<file path="src/lom_consts.vh">
/*
  Constants for the link OAM event monitor: register offsets, control
  field positions, reset values of the configuration and timing counts.
  Assumes inclusion by bare name from the design files of this block.
*/
`ifndef LOM_CONSTS_VH
`define LOM_CONSTS_VH

////////////////////////////////////////////////////////////////////////////
// timing
`define LOM_CLK_NS        10
`define LOM_TICK_NS       100000000
`define LOM_TICK_CYC      (`LOM_TICK_NS / `LOM_CLK_NS)
`define LOM_TICKS_PER_SEC 4'ha

////////////////////////////////////////////////////////////////////////////
// configuration registers (byte addresses)
`define LOM_A_FE_WIN      8'h00
`define LOM_A_FE_THR      8'h04
`define LOM_A_FP_WIN      8'h08
`define LOM_A_FP_THR      8'h0c
`define LOM_A_SP_WIN_LO   8'h10
`define LOM_A_SP_WIN_HI   8'h14
`define LOM_A_SP_THR_LO   8'h18
`define LOM_A_SP_THR_HI   8'h1c
`define LOM_A_ES_WIN      8'h20
`define LOM_A_ES_THR      8'h24
`define LOM_A_CTRL        8'h28

// status registers, read only
`define LOM_A_REM_SEQ     8'h40
`define LOM_A_FE_TS       8'h44
`define LOM_A_FE_CNT      8'h48
`define LOM_A_FE_TOT_LO   8'h4c
`define LOM_A_FE_TOT_HI   8'h50
`define LOM_A_FE_EVN      8'h54
`define LOM_A_FP_TS       8'h58
`define LOM_A_FP_CNT      8'h5c
`define LOM_A_FP_TOT_LO   8'h60
`define LOM_A_FP_TOT_HI   8'h64
`define LOM_A_FP_EVN      8'h68
`define LOM_A_SP_TS       8'h6c
`define LOM_A_SP_CNT_LO   8'h70
`define LOM_A_SP_CNT_HI   8'h74
`define LOM_A_SP_TOT_LO   8'h78
`define LOM_A_SP_TOT_HI   8'h7c
`define LOM_A_SP_EVN      8'h80
`define LOM_A_ES_TS       8'h84
`define LOM_A_ES_CNT      8'h88
`define LOM_A_ES_TOT      8'h8c
`define LOM_A_ES_EVN      8'h90

////////////////////////////////////////////////////////////////////////////
// control fields
`define LOM_CTRL_EN       0
`define LOM_CTRL_CLR      1

////////////////////////////////////////////////////////////////////////////
// reset values and window bounds
`define LOM_FE_WIN_RST    16'h000a
`define LOM_FE_WIN_MIN    16'h000a
`define LOM_FE_WIN_MAX    16'h0258
`define LOM_FE_THR_RST    32'h00000001
`define LOM_FP_WIN_RST    32'h000003e8
`define LOM_FP_THR_RST    32'h00000001
`define LOM_SP_WIN_RST    64'h0000000005f5e100
`define LOM_SP_THR_RST    64'h0000000000000001
`define LOM_ES_WIN_RST    16'h0258
`define LOM_ES_THR_RST    16'h0001
`define LOM_CTRL_EN_RST   1'b1

`endif

</file>
<file path="src/lom_tick.v">
/*
  Timebase of the event monitor: a 100 ms tick pulse, a one second pulse
  made from whole ticks, and a 16-bit running tick count used as stamp.
  Assumes one clock and a synchronous clear from the OAM sublayer reset.
*/
`timescale 1ns/1ns
`include "lom_consts.vh"

module lom_tick #(
  parameter [31:0] CYC = `LOM_TICK_CYC
) (
  input  wire        clk,
  input  wire        rst_n,
  input  wire        clr,
  output reg         tick_q,
  output reg         sec_q,
  output reg  [15:0] stamp_q
);

  reg  [31:0] div_q;
  reg  [3:0]  sub_q;
  wire        wrap;

  // the divider end; a CYC of zero behaves as one
  assign wrap = (div_q + 32'h00000001 >= CYC);

  ////////////////////////////////////////////////////////////////////////
  // divider, ticks within the second and the stamp counter
  always @(posedge clk or negedge rst_n) begin
    if (!rst_n) begin
      div_q   <= 32'h00000000;
      sub_q   <= 4'h0;
      tick_q  <= 1'b0;
      sec_q   <= 1'b0;
      stamp_q <= 16'h0000;
    end else if (clr) begin
      div_q   <= 32'h00000000;
      sub_q   <= 4'h0;
      tick_q  <= 1'b0;
      sec_q   <= 1'b0;
      stamp_q <= 16'h0000;
    end else begin
      tick_q <= 1'b0;
      sec_q  <= 1'b0;
      if (wrap) begin
        div_q   <= 32'h00000000;
        tick_q  <= 1'b1;
        stamp_q <= stamp_q + 16'h0001; // wraps after 6553.6 s by design
        if (sub_q == `LOM_TICKS_PER_SEC - 4'h1) begin
          sub_q <= 4'h0;
          sec_q <= 1'b1;
        end else begin
          sub_q <= sub_q + 4'h1;
        end
      end else begin
        div_q <= div_q + 32'h00000001;
      end
    end
  end

endmodule

</file>
<file path="src/lom_mon.v">
/*
  One link event monitor: counts errors over a window of units, tests the
  period count against a threshold when the window closes, and keeps the
  cumulative error total, the event total and the last event stamp.
  Assumes err and adv are single-cycle pulses on the same clock.
*/
`timescale 1ns/1ns

module lom_mon #(
  parameter WW = 16,
  parameter CW = 32,
  parameter TW = 64
) (
  input  wire          clk,
  input  wire          rst_n,
  input  wire          clr,
  input  wire          adv,
  input  wire          err,
  input  wire [WW-1:0] win,
  input  wire [CW-1:0] thr,
  input  wire [15:0]   stamp,
  output reg  [CW-1:0] cnt_q,
  output reg  [TW-1:0] tot_q,
  output reg  [31:0]   evn_q,
  output reg  [15:0]   ts_q,
  output reg           evt_q
);

  reg  [WW-1:0] pos_q;
  wire [WW-1:0] pos_nx;
  wire [CW-1:0] cnt_now;
  wire          last;

  // period count saturates so a wrap can never hide a crossing
  assign cnt_now = (err && cnt_q != {CW{1'b1}}) ? cnt_q + 1'b1 : cnt_q;
  assign pos_nx  = pos_q + 1'b1;
  // a window of zero closes on every unit
  assign last    = adv && (pos_nx >= win);

  ////////////////////////////////////////////////////////////////////////
  // window position, period count, totals and event capture
  always @(posedge clk or negedge rst_n) begin
    if (!rst_n) begin
      pos_q <= {WW{1'b0}};
      cnt_q <= {CW{1'b0}};
      tot_q <= {TW{1'b0}};
      evn_q <= 32'h00000000;
      ts_q  <= 16'h0000;
      evt_q <= 1'b0;
    end else if (clr) begin
      pos_q <= {WW{1'b0}};
      cnt_q <= {CW{1'b0}};
      tot_q <= {TW{1'b0}};
      evn_q <= 32'h00000000;
      ts_q  <= 16'h0000;
      evt_q <= 1'b0;
    end else begin
      evt_q <= 1'b0;
      if (err) begin
        tot_q <= tot_q + 1'b1;
      end
      if (last) begin
        pos_q <= {WW{1'b0}};
        cnt_q <= {CW{1'b0}};
        if (cnt_now >= thr) begin
          evt_q <= 1'b1;
          evn_q <= evn_q + 32'h00000001;
          ts_q  <= stamp;
        end
      end else begin
        if (adv) begin
          pos_q <= pos_nx;
        end
        cnt_q <= cnt_now;
      end
    end
  end

endmodule

</file>
<file path="src/lom_top.v">
/*
  Link OAM link event monitor for one port: an APB register slave, the
  100 ms timebase and four event monitors (errored frames per time,
  errored frames per frame count, errored symbols per symbol count and
  errored frame seconds per time), plus the remote sequence number.
  Assumes all link-side strobes come from MAC/PCS logic on CLOCK.
  // What this block does
  // - keep 16-bit remote event sequence number
  // - stamp each event with 16-bit 100 ms ticks
  // - frame window 16 bits, 1 s default, 1..60 s
  // - frame threshold 32 bits, default one, zero allowed
  // - event only when count reaches threshold
  // - hold 32-bit errored frames in current window
  // - keep 64-bit errored frame total since reset
  // - count errored frame events, 32 bits
  // - frame period window counts frames, 32 bits
  // - frame period threshold 32-bit errored frames
  // - hold 32-bit frame errors in current period
  // - keep 64-bit frame period error total
  // - count frame period events, 32 bits
  // - symbol period window 64-bit symbol count
  // - symbol period threshold 64-bit errored symbols
  // - hold 64-bit symbol errors in current period
  // - keep 64-bit symbol error total since reset
  // - count symbol period events, 32 bits
  // - seconds summary window 16 bits, 100 ms units
  // - seconds threshold and period count 16 bits
  // - keep 32-bit errored seconds total
  // - count seconds summary events, 32 bits
*/
// The implementer's own choices: the APB register port and the register offsets.
`timescale 1ns/1ns
`include "lom_consts.vh"

module lom_top #(
  parameter [31:0] TICK_CYC = `LOM_TICK_CYC
) (
  input  wire        CLOCK,
  input  wire        RST_N,
  input  wire        PSEL,
  input  wire        PENABLE,
  input  wire        PWRITE,
  input  wire [7:0]  PADDR,
  input  wire [31:0] PWDATA,
  output reg  [31:0] PRDATA,
  output reg         PREADY,
  output reg         PSLVERR,
  input  wire        FRAME_RX,
  input  wire        FRAME_ERR,
  input  wire        SYM_RX,
  input  wire        SYM_ERR,
  input  wire        OAM_RST,
  input  wire        REM_SEQ_VLD,
  input  wire [15:0] REM_SEQ,
  output reg         EVT_FRAME,
  output reg         EVT_PERIOD,
  output reg         EVT_SYMBOL,
  output reg         EVT_SECONDS
);

  ////////////////////////////////////////////////////////////////////////
  // configuration and control state
  reg  [15:0] fe_win_q;
  reg  [31:0] fe_thr_q;
  reg  [31:0] fp_win_q;
  reg  [31:0] fp_thr_q;
  reg  [63:0] sp_win_q;
  reg  [63:0] sp_thr_q;
  reg  [15:0] es_win_q;
  reg  [15:0] es_thr_q;
  reg         en_q;
  reg         clr_q;
  reg  [15:0] rem_seq_q;
  reg         es_seen_q;

  wire        tick;
  wire        sec;
  wire [15:0] stamp;

  wire [31:0] fe_cnt;
  wire [63:0] fe_tot;
  wire [31:0] fe_evn;
  wire [15:0] fe_ts;
  wire        fe_evt;
  wire [31:0] fp_cnt;
  wire [63:0] fp_tot;
  wire [31:0] fp_evn;
  wire [15:0] fp_ts;
  wire        fp_evt;
  wire [63:0] sp_cnt;
  wire [63:0] sp_tot;
  wire [31:0] sp_evn;
  wire [15:0] sp_ts;
  wire        sp_evt;
  wire [15:0] es_cnt;
  wire [31:0] es_tot;
  wire [31:0] es_evn;
  wire [15:0] es_ts;
  wire        es_evt;
  wire        es_err;

  wire        wr_acc;
  reg  [31:0] rd_d;
  reg         err_d;

  // a write lands only at the access edge the slave marked ready
  assign wr_acc = PSEL & PENABLE & PWRITE & PREADY;

  // window bounds are enforced on write so logic never sees a bad value
  function [15:0] fe_clamp;
    input [31:0] v;
    begin
      if (v < {16'h0000, `LOM_FE_WIN_MIN}) begin
        fe_clamp = `LOM_FE_WIN_MIN;
      end else if (v > {16'h0000, `LOM_FE_WIN_MAX}) begin
        fe_clamp = `LOM_FE_WIN_MAX;
      end else begin
        fe_clamp = v[15:0];
      end
    end
  endfunction

  ////////////////////////////////////////////////////////////////////////
  // configuration writes and the sublayer clear pulse
  always @(posedge CLOCK or negedge RST_N) begin
    if (!RST_N) begin
      fe_win_q <= `LOM_FE_WIN_RST;
      fe_thr_q <= `LOM_FE_THR_RST;
      fp_win_q <= `LOM_FP_WIN_RST;
      fp_thr_q <= `LOM_FP_THR_RST;
      sp_win_q <= `LOM_SP_WIN_RST;
      sp_thr_q <= `LOM_SP_THR_RST;
      es_win_q <= `LOM_ES_WIN_RST;
      es_thr_q <= `LOM_ES_THR_RST;
      en_q     <= `LOM_CTRL_EN_RST;
      clr_q    <= 1'b0;
    end else begin
      clr_q <= OAM_RST;
      if (wr_acc) begin
        case (PADDR)
          `LOM_A_FE_WIN:    fe_win_q <= fe_clamp(PWDATA);
          `LOM_A_FE_THR:    fe_thr_q <= PWDATA;
          `LOM_A_FP_WIN:    fp_win_q <= PWDATA;
          `LOM_A_FP_THR:    fp_thr_q <= PWDATA;
          `LOM_A_SP_WIN_LO: sp_win_q[31:0]  <= PWDATA;
          `LOM_A_SP_WIN_HI: sp_win_q[63:32] <= PWDATA;
          `LOM_A_SP_THR_LO: sp_thr_q[31:0]  <= PWDATA;
          `LOM_A_SP_THR_HI: sp_thr_q[63:32] <= PWDATA;
          `LOM_A_ES_WIN:    es_win_q <= PWDATA[15:0];
          `LOM_A_ES_THR:    es_thr_q <= PWDATA[15:0];
          `LOM_A_CTRL: begin
            en_q  <= PWDATA[`LOM_CTRL_EN];
            clr_q <= OAM_RST | PWDATA[`LOM_CTRL_CLR];
          end
          default: ;
        endcase
      end
    end
  end

  ////////////////////////////////////////////////////////////////////////
  // remote sequence number and errored-second detection
  always @(posedge CLOCK or negedge RST_N) begin
    if (!RST_N) begin
      rem_seq_q <= 16'h0000;
      es_seen_q <= 1'b0;
    end else if (clr_q) begin
      rem_seq_q <= 16'h0000;
      es_seen_q <= 1'b0;
    end else begin
      if (REM_SEQ_VLD) begin
        rem_seq_q <= REM_SEQ;
      end
      // a frame error in the closing cycle still marks that second
      if (sec) begin
        es_seen_q <= 1'b0;
      end else if (en_q && FRAME_ERR) begin
        es_seen_q <= 1'b1;
      end
    end
  end

  // gated by enable too, so a second that closes while disabled is lost
  assign es_err = en_q & sec & (es_seen_q | FRAME_ERR);

  ////////////////////////////////////////////////////////////////////////
  // timebase and the four monitors
  lom_tick #(
    .CYC (TICK_CYC)
  ) u_tick (
    .clk     (CLOCK),
    .rst_n   (RST_N),
    .clr     (clr_q),
    .tick_q  (tick),
    .sec_q   (sec),
    .stamp_q (stamp)
  );

  // errored frames over a time window of ticks
  lom_mon #(.WW(16), .CW(32), .TW(64)) u_fe (
    .clk   (CLOCK),
    .rst_n (RST_N),
    .clr   (clr_q),
    .adv   (tick & en_q),
    .err   (FRAME_ERR & en_q),
    .win   (fe_win_q),
    .thr   (fe_thr_q),
    .stamp (stamp),
    .cnt_q (fe_cnt),
    .tot_q (fe_tot),
    .evn_q (fe_evn),
    .ts_q  (fe_ts),
    .evt_q (fe_evt)
  );

  // errored frames over a window of received frames
  lom_mon #(.WW(32), .CW(32), .TW(64)) u_fp (
    .clk   (CLOCK),
    .rst_n (RST_N),
    .clr   (clr_q),
    .adv   (FRAME_RX & en_q),
    .err   (FRAME_ERR & en_q),
    .win   (fp_win_q),
    .thr   (fp_thr_q),
    .stamp (stamp),
    .cnt_q (fp_cnt),
    .tot_q (fp_tot),
    .evn_q (fp_evn),
    .ts_q  (fp_ts),
    .evt_q (fp_evt)
  );

  // errored symbols over a window of received symbols
  lom_mon #(.WW(64), .CW(64), .TW(64)) u_sp (
    .clk   (CLOCK),
    .rst_n (RST_N),
    .clr   (clr_q),
    .adv   (SYM_RX & en_q),
    .err   (SYM_ERR & en_q),
    .win   (sp_win_q),
    .thr   (sp_thr_q),
    .stamp (stamp),
    .cnt_q (sp_cnt),
    .tot_q (sp_tot),
    .evn_q (sp_evn),
    .ts_q  (sp_ts),
    .evt_q (sp_evt)
  );

  // errored seconds over a time window of ticks
  lom_mon #(.WW(16), .CW(16), .TW(32)) u_es (
    .clk   (CLOCK),
    .rst_n (RST_N),
    .clr   (clr_q),
    .adv   (tick & en_q),
    .err   (es_err),
    .win   (es_win_q),
    .thr   (es_thr_q),
    .stamp (stamp),
    .cnt_q (es_cnt),
    .tot_q (es_tot),
    .evn_q (es_evn),
    .ts_q  (es_ts),
    .evt_q (es_evt)
  );

  ////////////////////////////////////////////////////////////////////////
  // read decode; unmapped addresses read zero and flag an error
  always @* begin
    rd_d  = 32'h00000000;
    err_d = 1'b0;
    case (PADDR)
      `LOM_A_FE_WIN:    rd_d = {16'h0000, fe_win_q};
      `LOM_A_FE_THR:    rd_d = fe_thr_q;
      `LOM_A_FP_WIN:    rd_d = fp_win_q;
      `LOM_A_FP_THR:    rd_d = fp_thr_q;
      `LOM_A_SP_WIN_LO: rd_d = sp_win_q[31:0];
      `LOM_A_SP_WIN_HI: rd_d = sp_win_q[63:32];
      `LOM_A_SP_THR_LO: rd_d = sp_thr_q[31:0];
      `LOM_A_SP_THR_HI: rd_d = sp_thr_q[63:32];
      `LOM_A_ES_WIN:    rd_d = {16'h0000, es_win_q};
      `LOM_A_ES_THR:    rd_d = {16'h0000, es_thr_q};
      `LOM_A_CTRL:      rd_d = {31'h0, en_q};
      `LOM_A_REM_SEQ:   rd_d = {16'h0000, rem_seq_q};
      `LOM_A_FE_TS:     rd_d = {16'h0000, fe_ts};
      `LOM_A_FE_CNT:    rd_d = fe_cnt;
      `LOM_A_FE_TOT_LO: rd_d = fe_tot[31:0];
      `LOM_A_FE_TOT_HI: rd_d = fe_tot[63:32];
      `LOM_A_FE_EVN:    rd_d = fe_evn;
      `LOM_A_FP_TS:     rd_d = {16'h0000, fp_ts};
      `LOM_A_FP_CNT:    rd_d = fp_cnt;
      `LOM_A_FP_TOT_LO: rd_d = fp_tot[31:0];
      `LOM_A_FP_TOT_HI: rd_d = fp_tot[63:32];
      `LOM_A_FP_EVN:    rd_d = fp_evn;
      `LOM_A_SP_TS:     rd_d = {16'h0000, sp_ts};
      `LOM_A_SP_CNT_LO: rd_d = sp_cnt[31:0];
      `LOM_A_SP_CNT_HI: rd_d = sp_cnt[63:32];
      `LOM_A_SP_TOT_LO: rd_d = sp_tot[31:0];
      `LOM_A_SP_TOT_HI: rd_d = sp_tot[63:32];
      `LOM_A_SP_EVN:    rd_d = sp_evn;
      `LOM_A_ES_TS:     rd_d = {16'h0000, es_ts};
      `LOM_A_ES_CNT:    rd_d = {16'h0000, es_cnt};
      `LOM_A_ES_TOT:    rd_d = es_tot;
      `LOM_A_ES_EVN:    rd_d = es_evn;
      default:          err_d = 1'b1;
    endcase
  end

  ////////////////////////////////////////////////////////////////////////
  // apb answer: ready one cycle after setup, data captured in setup,
  // so a 64-bit pair read lo then hi may straddle a carry (limitation)
  always @(posedge CLOCK or negedge RST_N) begin
    if (!RST_N) begin
      PREADY  <= 1'b0;
      PSLVERR <= 1'b0;
      PRDATA  <= 32'h00000000;
    end else begin
      PREADY  <= PSEL & ~PENABLE;
      PSLVERR <= PSEL & ~PENABLE & err_d;
      if (PSEL && !PENABLE && !PWRITE) begin
        PRDATA <= rd_d;
      end else begin
        PRDATA <= 32'h00000000;
      end
    end
  end

  ////////////////////////////////////////////////////////////////////////
  // event strobes out, registered once more at the boundary
  always @(posedge CLOCK or negedge RST_N) begin
    if (!RST_N) begin
      EVT_FRAME   <= 1'b0;
      EVT_PERIOD  <= 1'b0;
      EVT_SYMBOL  <= 1'b0;
      EVT_SECONDS <= 1'b0;
    end else begin
      EVT_FRAME   <= fe_evt;
      EVT_PERIOD  <= fp_evt;
      EVT_SYMBOL  <= sp_evt;
      EVT_SECONDS <= es_evt;
    end
  end

endmodule

</file>
<file path="config.mk">
export PLATFORM = sky130hd
export DESIGN_NAME = lom_top
export DESIGN_NICKNAME = d
export VERILOG_FILES = /design/src/lom_tick.v /design/src/lom_mon.v /design/src/lom_top.v
export VERILOG_INCLUDE_DIRS = /design/src /design/src/src
export SDC_FILE = /design/constraint.sdc
export NUM_CORES = 2
export LEC_CHECK = 0
export BUFFER_PORTS_ARGS = -buffer_cell sky130_fd_sc_hd__buf_2
export CORE_ASPECT_RATIO = 1.4
export CORE_MARGIN = 4
export CORE_UTILIZATION = 38
export DETAILED_ROUTE_END_ITERATION = 16
export GPL_ROUTABILITY_DRIVEN = 0
export MAX_ROUTING_LAYER = met4
export PLACE_DENSITY_LB_ADDON = 0.15
export SYNTH_ARGS = -nofsm -noshare
export SYNTH_HDL_FRONTEND = slang
export SYNTH_SLANG_ARGS = --single-unit
</file>
<file path="constraint.sdc">
create_clock -name CLOCK -period 8.58 [get_ports CLOCK]
set_input_delay 0.429 -clock CLOCK [delete_from_list [all_inputs] [get_ports CLOCK]]
set_output_delay 0.429 -clock CLOCK [all_outputs]
set_load 0.01 [all_outputs]
</file>
=== Word-level counts from Yosys, hierarchy flattened ===
Cells that the tools add are included.

* Output and inout port bits: 38
* Bits of input ports: 67
* Register bits after elaboration: 1,075
* Logic and storage cells: 271

* $lt $le $gt $ge: 11
* Muxes and demuxes: 92
* Bitwise gates (word level): 15
* Add/sub/neg operators: 19
* Equal/unequal tests: 36
* Reductions and logical operators: 48

{| class="wikitable"
|+ Operator list
! kind !! count
|-
| 32-bit one-hot mux with 32 select lines || 1
|-
| 32-bit two-way mux || 26
|-
| 64-bit two-way mux || 12
|-
| 16-bit two-way mux || 27
|-
| 64-bit by 1-bit adder with 64-bit output, second input constant || 5
|-
| 32-bit by 1-bit adder with 32-bit output, second input constant || 9
|-
| 8-bit by 7-bit == test with 1-bit output, second input constant || 16
|-
| 64-bit greater-or-equal comparator || 2
|-
| 32-bit greater-or-equal comparator || 3
|-
| 16-bit by 1-bit adder with 16-bit output, second input constant || 4
|-
| 32-bit != test, second input constant || 2
|-
| 64-bit != test, second input constant || 1
|-
| 16-bit greater-or-equal comparator || 3
|-
| 8-bit == test, second input constant || 5
|-
| 8-bit by 5-bit == test with 1-bit output, second input constant || 4
|-
| 32-bit by 24-bit greater-or-equal comparator with 1-bit output, second input constant || 1
|-
| 32-bit by 10-bit greater-than comparator with 1-bit output, second input constant || 1
|-
| 32-bit by 4-bit < comparator with 1-bit output, second input constant || 1
|-
| 32-bit OR reduction || 1
|-
| 2-bit AND reduction || 15
|-
| 2-bit nonzero test || 13
|-
| 8-bit by 6-bit == test with 1-bit output, second input constant || 3
|-
| 1-bit two-way mux || 23
|-
| 8-bit by 4-bit == test with 1-bit output, second input constant || 2
|-
| other kinds (12) || 41
|}

=== Logic depth before layout (Yosys ltp) ===
* Word-level depth: 8
* Mapped depth: 21
* Depth with buffers taken out: 18

=== Hierarchy ===
A second synthesis with hierarchy kept.

* Cells, all modules: 6,844
* Area, all modules: 64,767.1 um^2

{| class="wikitable"
|+ By module, submodules not included
! module !! cells an instance !! seq. area each (um^2) !! times used !! area an instance (um^2)
|-
| lom_top || 1,741 || 8,269.2 || 1 || 18,855.6
|-
| lom_mon at u_sp || 1,826 || 6,030.8 || 1 || 16,075.4
|-
| lom_mon at u_fp || 1,186 || 4,429.2 || 1 || 10,766.6
|-
| lom_mon at u_fe || 1,048 || 4,028.9 || 1 || 9,467.8
|-
| lom_mon at u_es || 713 || 2,827.7 || 1 || 6,507.5
|-
| lom_tick || 330 || 1,351.3 || 1 || 3,094.2
|}

=== Least setup slack after synthesis ===
Ideal clock, no wire load.

* Path kind: flip-flop to flip-flop
* Start: reg u_sp.pos_q[11]
* End: reg u_sp.evn_q[23]
* Buffers on the path: 1
* Cell stages (with the launch flop): 19
* Setup time: 78 ps
* Required time: 8,502 ps
* Arrival time: 4,776 ps
* Path slack: 3,726 ps
* Clock period less this slack: 4,854 ps
* Cell sequence: dfrtp_1 > and3_1 > nand3_1 > nor4_1 > nand4_1 > nor3_2 > nand4_1 > xnor2_1 > ha_1 > nand4_1 > or4_1 > nand2b_1 > nor3_1 > nor3_1 > o21ai_0 > and4_1 > clkbuf_1 > or3b_2 > a21oi_1

* Word-level cells in the longest chain between the ends: 5

{| class="wikitable"
|+ RTL lines
! element !! line !! RTL
|-
| start: declaration || lom_mon.v:29 || <nowiki>reg [WW-1:0] pos_q;</nowiki>
|-
| start signal: assignment || lom_mon.v:44 || <nowiki>pos_q <= {WW{1'b0}};</nowiki>
|-
| start signal: assignment || lom_mon.v:51 || <nowiki>pos_q <= {WW{1'b0}};</nowiki>
|-
| start signal: assignment || lom_mon.v:63 || <nowiki>pos_q <= {WW{1'b0}};</nowiki>
|-
| 64-bit by 1-bit adder with 64-bit output || lom_mon.v:36 || <nowiki>assign pos_nx = pos_q + 1'b1;</nowiki>
|-
| 64-bit greater-or-equal comparator || lom_mon.v:38 || <nowiki>assign last = adv && (pos_nx >= win);</nowiki>
|-
| 1-bit logical AND || lom_mon.v:38 ||
|-
| 2-bit nonzero test (no line) || n/a ||
|-
| 2-bit AND reduction (no line) || n/a ||
|-
| end signal: assignment || lom_mon.v:67 || <nowiki>evn_q <= evn_q + 32'h00000001;</nowiki>
|-
| end: declaration || lom_mon.v:24 || <nowiki>output reg [31:0] evn_q,</nowiki>
|}

No other way between the ends.
A chain may end at the register's enable or synchronous reset.

=== Worst setup path after layout ===
* Start: reg u_sp.pos_q[11]
* End: reg u_sp.evn_q[26]

The elaborated chain is that of the path after synthesis.

==> reports/results.txt <==
The run gives 10 as the number of detailed-route iterations in the first pass. The average footprint of a synthesized cell is 9.55 um^2, and the die outline width is 348 um. The wire-length estimate of the detail-placed layout is 190000 um. The most numerous cell type found on the critical path is sky130_fd_sc_hd__nand4_1.

The remaining number of nets flagged by the antenna check after routing came out at 0. The worst relative slew slack is 10.1%, and the number of gates resized after cts is 0. The routed design has 260000 um of wire.

After detailed routing, the number of vias per cell comes to 6.15. Of the post-synthesis cell area, the dominant cell type holds 42.6%. The warning count from the yosys run was 0; the growth of design area from synthesis to finish was 11.7%. The tools report the number of buffers between clock root and the deepest sink as 3. The share of synthesized flip-flops with an asynchronous set or reset came out at 100%. At the pin with the least slew margin, the transition time is 1.35 ns. The post-synthesis instance total was 6430; the setup TNS was 0 ns. Of the cells placed in the final design, the portion with a size suffix greater than 1 is 11.8%. The routed design could run at a clock period as short as 6.96 ns. For this run, the top clock speed supported by timing is 0.144 GHz. The tools report the kind of end point of the critical path as a register. The detailed router finished its first iteration with 6354 violations.

The tools report the endpoint of the lowest-slack register-to-register path as u_sp.evn_q[26]$_DFFE_PN0P_. In this run the vertical extent of the chip is 484 um. Synthesis instantiated 91 different standard cells from the library.

Clock-pin slew was measured on the worst setup and hold paths at 0.07 ns. Number of antenna violations at the first check in global routing: 12. Critical-path cell with the highest stage delay: sky130_fd_sc_hd__nor4_1.

The most used flip-flop cell after synthesis was sky130_fd_sc_hd__dfrtp_1. IR analysis of the VDD net gives a maximum drop of 0.141 mV. For the number of nets in the final layout, the log shows 6808.

The maximum number of pins on one net before global-route repair came out at 166. In the final routed layout, each cell accounts on average for 30.0 um. The number of cells traversed by the worst register-to-register path was 18; the cell count of the worst hold path was 3. By area the synthesized netlist is led by sky130_fd_sc_hd__dfrtp_1, sky130_fd_sc_hd__ha_1, sky130_fd_sc_hd__mux2_2. In this run the most critical hold path is launched from PSEL. For this design, the sink count on the clock tree is 1075. The data arrival at the endpoint of the critical path was 7.62 ns; the number of H-tree branching levels was 3. The cell sitting at the root of the clock tree is a sky130_fd_sc_hd__clkbuf_16. The tools report the remaining routing DRC violations as 0. In this run the worst hold path is classified as primary input to register. The wire length of the first global-routing pass came out at 369000 um.

The final route contains 53.2k vias. The final global-route overflow total came out at 0. The worst-path maximum fanout was 42; the buffering stage count on the worst path with inverters included was 1. The final max-slew violation count was 0.

Floorplan die area: 168000 um^2. After synthesis the netlist holds a flip-flop and latch count of 1075. Across the routed clock network, the largest skew measured is 0.0391 ns. TritonCTS built the clock tree. Row generation in the floorplan step produced 174 rows. Dividing the final minimum period by the clock period gives 81.1%.

The synthesized design spends more area on one cell type than any other, namely sky130_fd_sc_hd__dfrtp_1. The run gives 0 as the number of hold violations in the final report. The critical path goes through and3_1 -> nand3_1 -> nor4_1 -> nand4_1 -> nor3_2 -> nand4_1 -> xnor2_1 -> ha_1 -> nand4_1 -> or4_1 -> nand2b_1 -> nor3_1 -> nor3_1 -> o21ai_2 -> buf_4 -> nand2_2 -> or4_1 -> a21oi_1.

The count of boundary I/O pins was 105. The worst register-to-register path begins at u_sp.pos_q[11]$_DFFE_PN0P_. The critical path is of the register to register type.

Setup slack on the worst reg-to-reg path comes out at 1.62 ns. The tightest hold path in the finished design has a slack of 0.0699 ns. Cts-stage hold buffer count: 21. The delay of the slowest critical-path stage is 0.93 ns.

Total global routing track utilization: 31.0%. Among cell families on the critical path, the largest total delay comes from simple AND/OR/NAND/NOR gates. The power density over the cells came out at 160 nW/um^2. The sequential area share after synthesis was 43.9%; the effective utilization at floorplan was 38.2%. The number of global-route vias before repair came out at 50.9k.

The worst hold path endpoint was PSLVERR$_DFF_PN0_. The worst setup path is launched from a register. The number of buffers added on ports was 104.

For the number of clock buffers inserted by TritonCTS, the log shows 112. The flow ran to the end, and the final reports show no timing, DRC or antenna violations. In this run, synthesis inferred 0 flip-flops with an integrated enable. The final number of setup-violating endpoints is 0, and the core region area is 161000 um^2. Setup repair after global routing left no endpoint under its margin. Cells fill 42.7% of the core in the end. In this run the static leakage power is 30.2 nW. The run gives 61400 um^2 as the synthesized cell area. The tools report the buffer count from post-CTS setup fixing as 0.

Max-cap violations in this run came to 0. The data required time at the worst endpoint was 9.24 ns. At the later pin of the worst-skew pair, clock insertion delay measures 0.78 ns.
[final cells by class]
| type | instances | area (um^2) |
|---|---|---|
| Antenna cell | 5 | 12.5 |
| Clock buffer | 152 | 3170 |
| Clock inverter | 54 | 843 |
| Fill cell | 15800 | 92100 |
| Inverter | 364 | 1370 |
| Multi-Input combinational cell | 4677 | 32100 |
| Sequential cell | 1075 | 26900 |
| Tap cell | 2112 | 2640 |
| Timing Repair Buffer | 218 | 1550 |
[logic make-up after synthesis]
group                    after synthesis  share of synthesized area [%]
AO/OA/AOI/OAI                       1129                           12.8
AND/OR/NAND/NOR                     2419                           20.1
multiplexers                         313                           5.66
buffers and inverters                685                           4.27
adder cells (fa/ha/maj)              293                           5.97
XOR/XNOR                             515                           7.35
flip-flops                          1075                           43.9
other                                  1                        0.00611
[stage by stage]
stage	total power [mW]	cell area (um^2)	cells	setup WS, ns
finish	11.0	68600	8657	1.62
global route	11.3	68600	8656	1.26
CTS	11.1	68500	8647	1.88
detailed placement	5.59	64300	8420	1.91
global placement	5.59	64300	8420	2.18
floorplan	5.31	61400	6437	3.73
[cells in the mapped netlist, types with 19 or more instances]
master and n:
sky130_fd_sc_hd__o31ai_1 34, sky130_fd_sc_hd__nand3_1 318, sky130_fd_sc_hd__nor2_1 550, sky130_fd_sc_hd__a222oi_1 79, sky130_fd_sc_hd__inv_1 363, sky130_fd_sc_hd__a31oi_1 19, sky130_fd_sc_hd__nor3_1 107, sky130_fd_sc_hd__buf_1 38
sky130_fd_sc_hd__dfrtp_1 1046, sky130_fd_sc_hd__o21ai_0 140, sky130_fd_sc_hd__a21oi_1 288, sky130_fd_sc_hd__xor2_1 238, sky130_fd_sc_hd__or3_1 77, sky130_fd_sc_hd__a22oi_1 243, sky130_fd_sc_hd__nand2_1 503, sky130_fd_sc_hd__ha_1 293
sky130_fd_sc_hd__and3_1 174, sky130_fd_sc_hd__a22o_1 88, sky130_fd_sc_hd__xnor2_1 277, sky130_fd_sc_hd__clkbuf_1 269, sky130_fd_sc_hd__and2_1 40, sky130_fd_sc_hd__nand4_1 235, sky130_fd_sc_hd__nor4_1 52, sky130_fd_sc_hd__mux2_2 270
sky130_fd_sc_hd__and4_1 67, sky130_fd_sc_hd__nor2b_1 138, sky130_fd_sc_hd__or4_1 47, sky130_fd_sc_hd__nand2b_1 41, sky130_fd_sc_hd__dfstp_2 29, sky130_fd_sc_hd__mux2i_1 40, sky130_fd_sc_hd__a221oi_1 41, sky130_fd_sc_hd__a21o_1 67
[sequential cells by signal, summed over array words and instances (netlist names), 64 cells and up]
register,cells
u_sp.pos_q,64
sp_win_q,64
u_sp.cnt_q,64
u_fe.tot_q,64
u_sp.tot_q,64
sp_thr_q,64
u_fp.tot_q,64
[routing by layer]
metal	vias to the layer above	global-route usage (%)	wire, um	share of wire, %
li1	23200	-	-	-
met1	26800	37.8	101000	39
met5	-	-	0	0
met2	2461	47.0	116000	45
met4	0	22.0	23000	8.9
met3	727	4.79	19800	7.6
[power by group]
group / total (mW) / internal [mW] / switching (mW) / leakage (nW)
sequential: 5.12 / 5.08 / 0.0310 / 14.8
clock: 5.48 / 3.21 / 2.27 / 1.96
combinational: 0.386 / 0.0678 / 0.318 / 13.4
total: 11.0 / 8.36 / 2.62 / 30.2
[worst max path at each step]
stage	start	endpoint	slack (ns)	cells after the start
floorplan	u_sp.pos_q[11]$_DFFE_PN0P_	u_sp.evn_q[23]$_DFFE_PN0P_	3.73	18
global placement	u_sp.pos_q[11]$_DFFE_PN0P_	u_sp.evn_q[26]$_DFFE_PN0P_	2.18	18
detailed placement	u_sp.pos_q[11]$_DFFE_PN0P_	u_sp.evn_q[25]$_DFFE_PN0P_	1.91	18
CTS	u_sp.pos_q[11]$_DFFE_PN0P_	u_sp.evn_q[25]$_DFFE_PN0P_	1.88	18
global route	u_sp.pos_q[11]$_DFFE_PN0P_	u_sp.evn_q[25]$_DFFE_PN0P_	1.26	18
finish	u_sp.pos_q[11]$_DFFE_PN0P_	u_sp.evn_q[26]$_DFFE_PN0P_	1.62	18
[worst reg2reg max path, delay by kind of cell (launching register included)]
family	cells	cell delay (ns)
flip-flops	1	0.41
XOR/XNOR	1	0.18
AO/OA/AOI/OAI	2	0.22
adder cells (fa/ha/maj)	1	0.30
buffers and inverters	1	0.31
AND/OR/NAND/NOR	13	5.44
[cell usage in the layout (no fill, tap or decap), types with 238 or more instances in the layout]
master / Yosys / layout
sky130_fd_sc_hd__ha_1: 293 / 293
sky130_fd_sc_hd__xor2_1: 238 / 238
sky130_fd_sc_hd__a21oi_1: 288 / 287
sky130_fd_sc_hd__xnor2_1: 277 / 277
sky130_fd_sc_hd__nand3_1: 318 / 317
sky130_fd_sc_hd__mux2_2: 270 / 270
sky130_fd_sc_hd__a22oi_1: 243 / 243
sky130_fd_sc_hd__nand2_1: 503 / 500
sky130_fd_sc_hd__inv_1: 363 / 363
sky130_fd_sc_hd__nor2_1: 550 / 523
sky130_fd_sc_hd__dfrtp_1: 1046 / 1045
No activity file was read; power rests on OpenSTA's default activity.
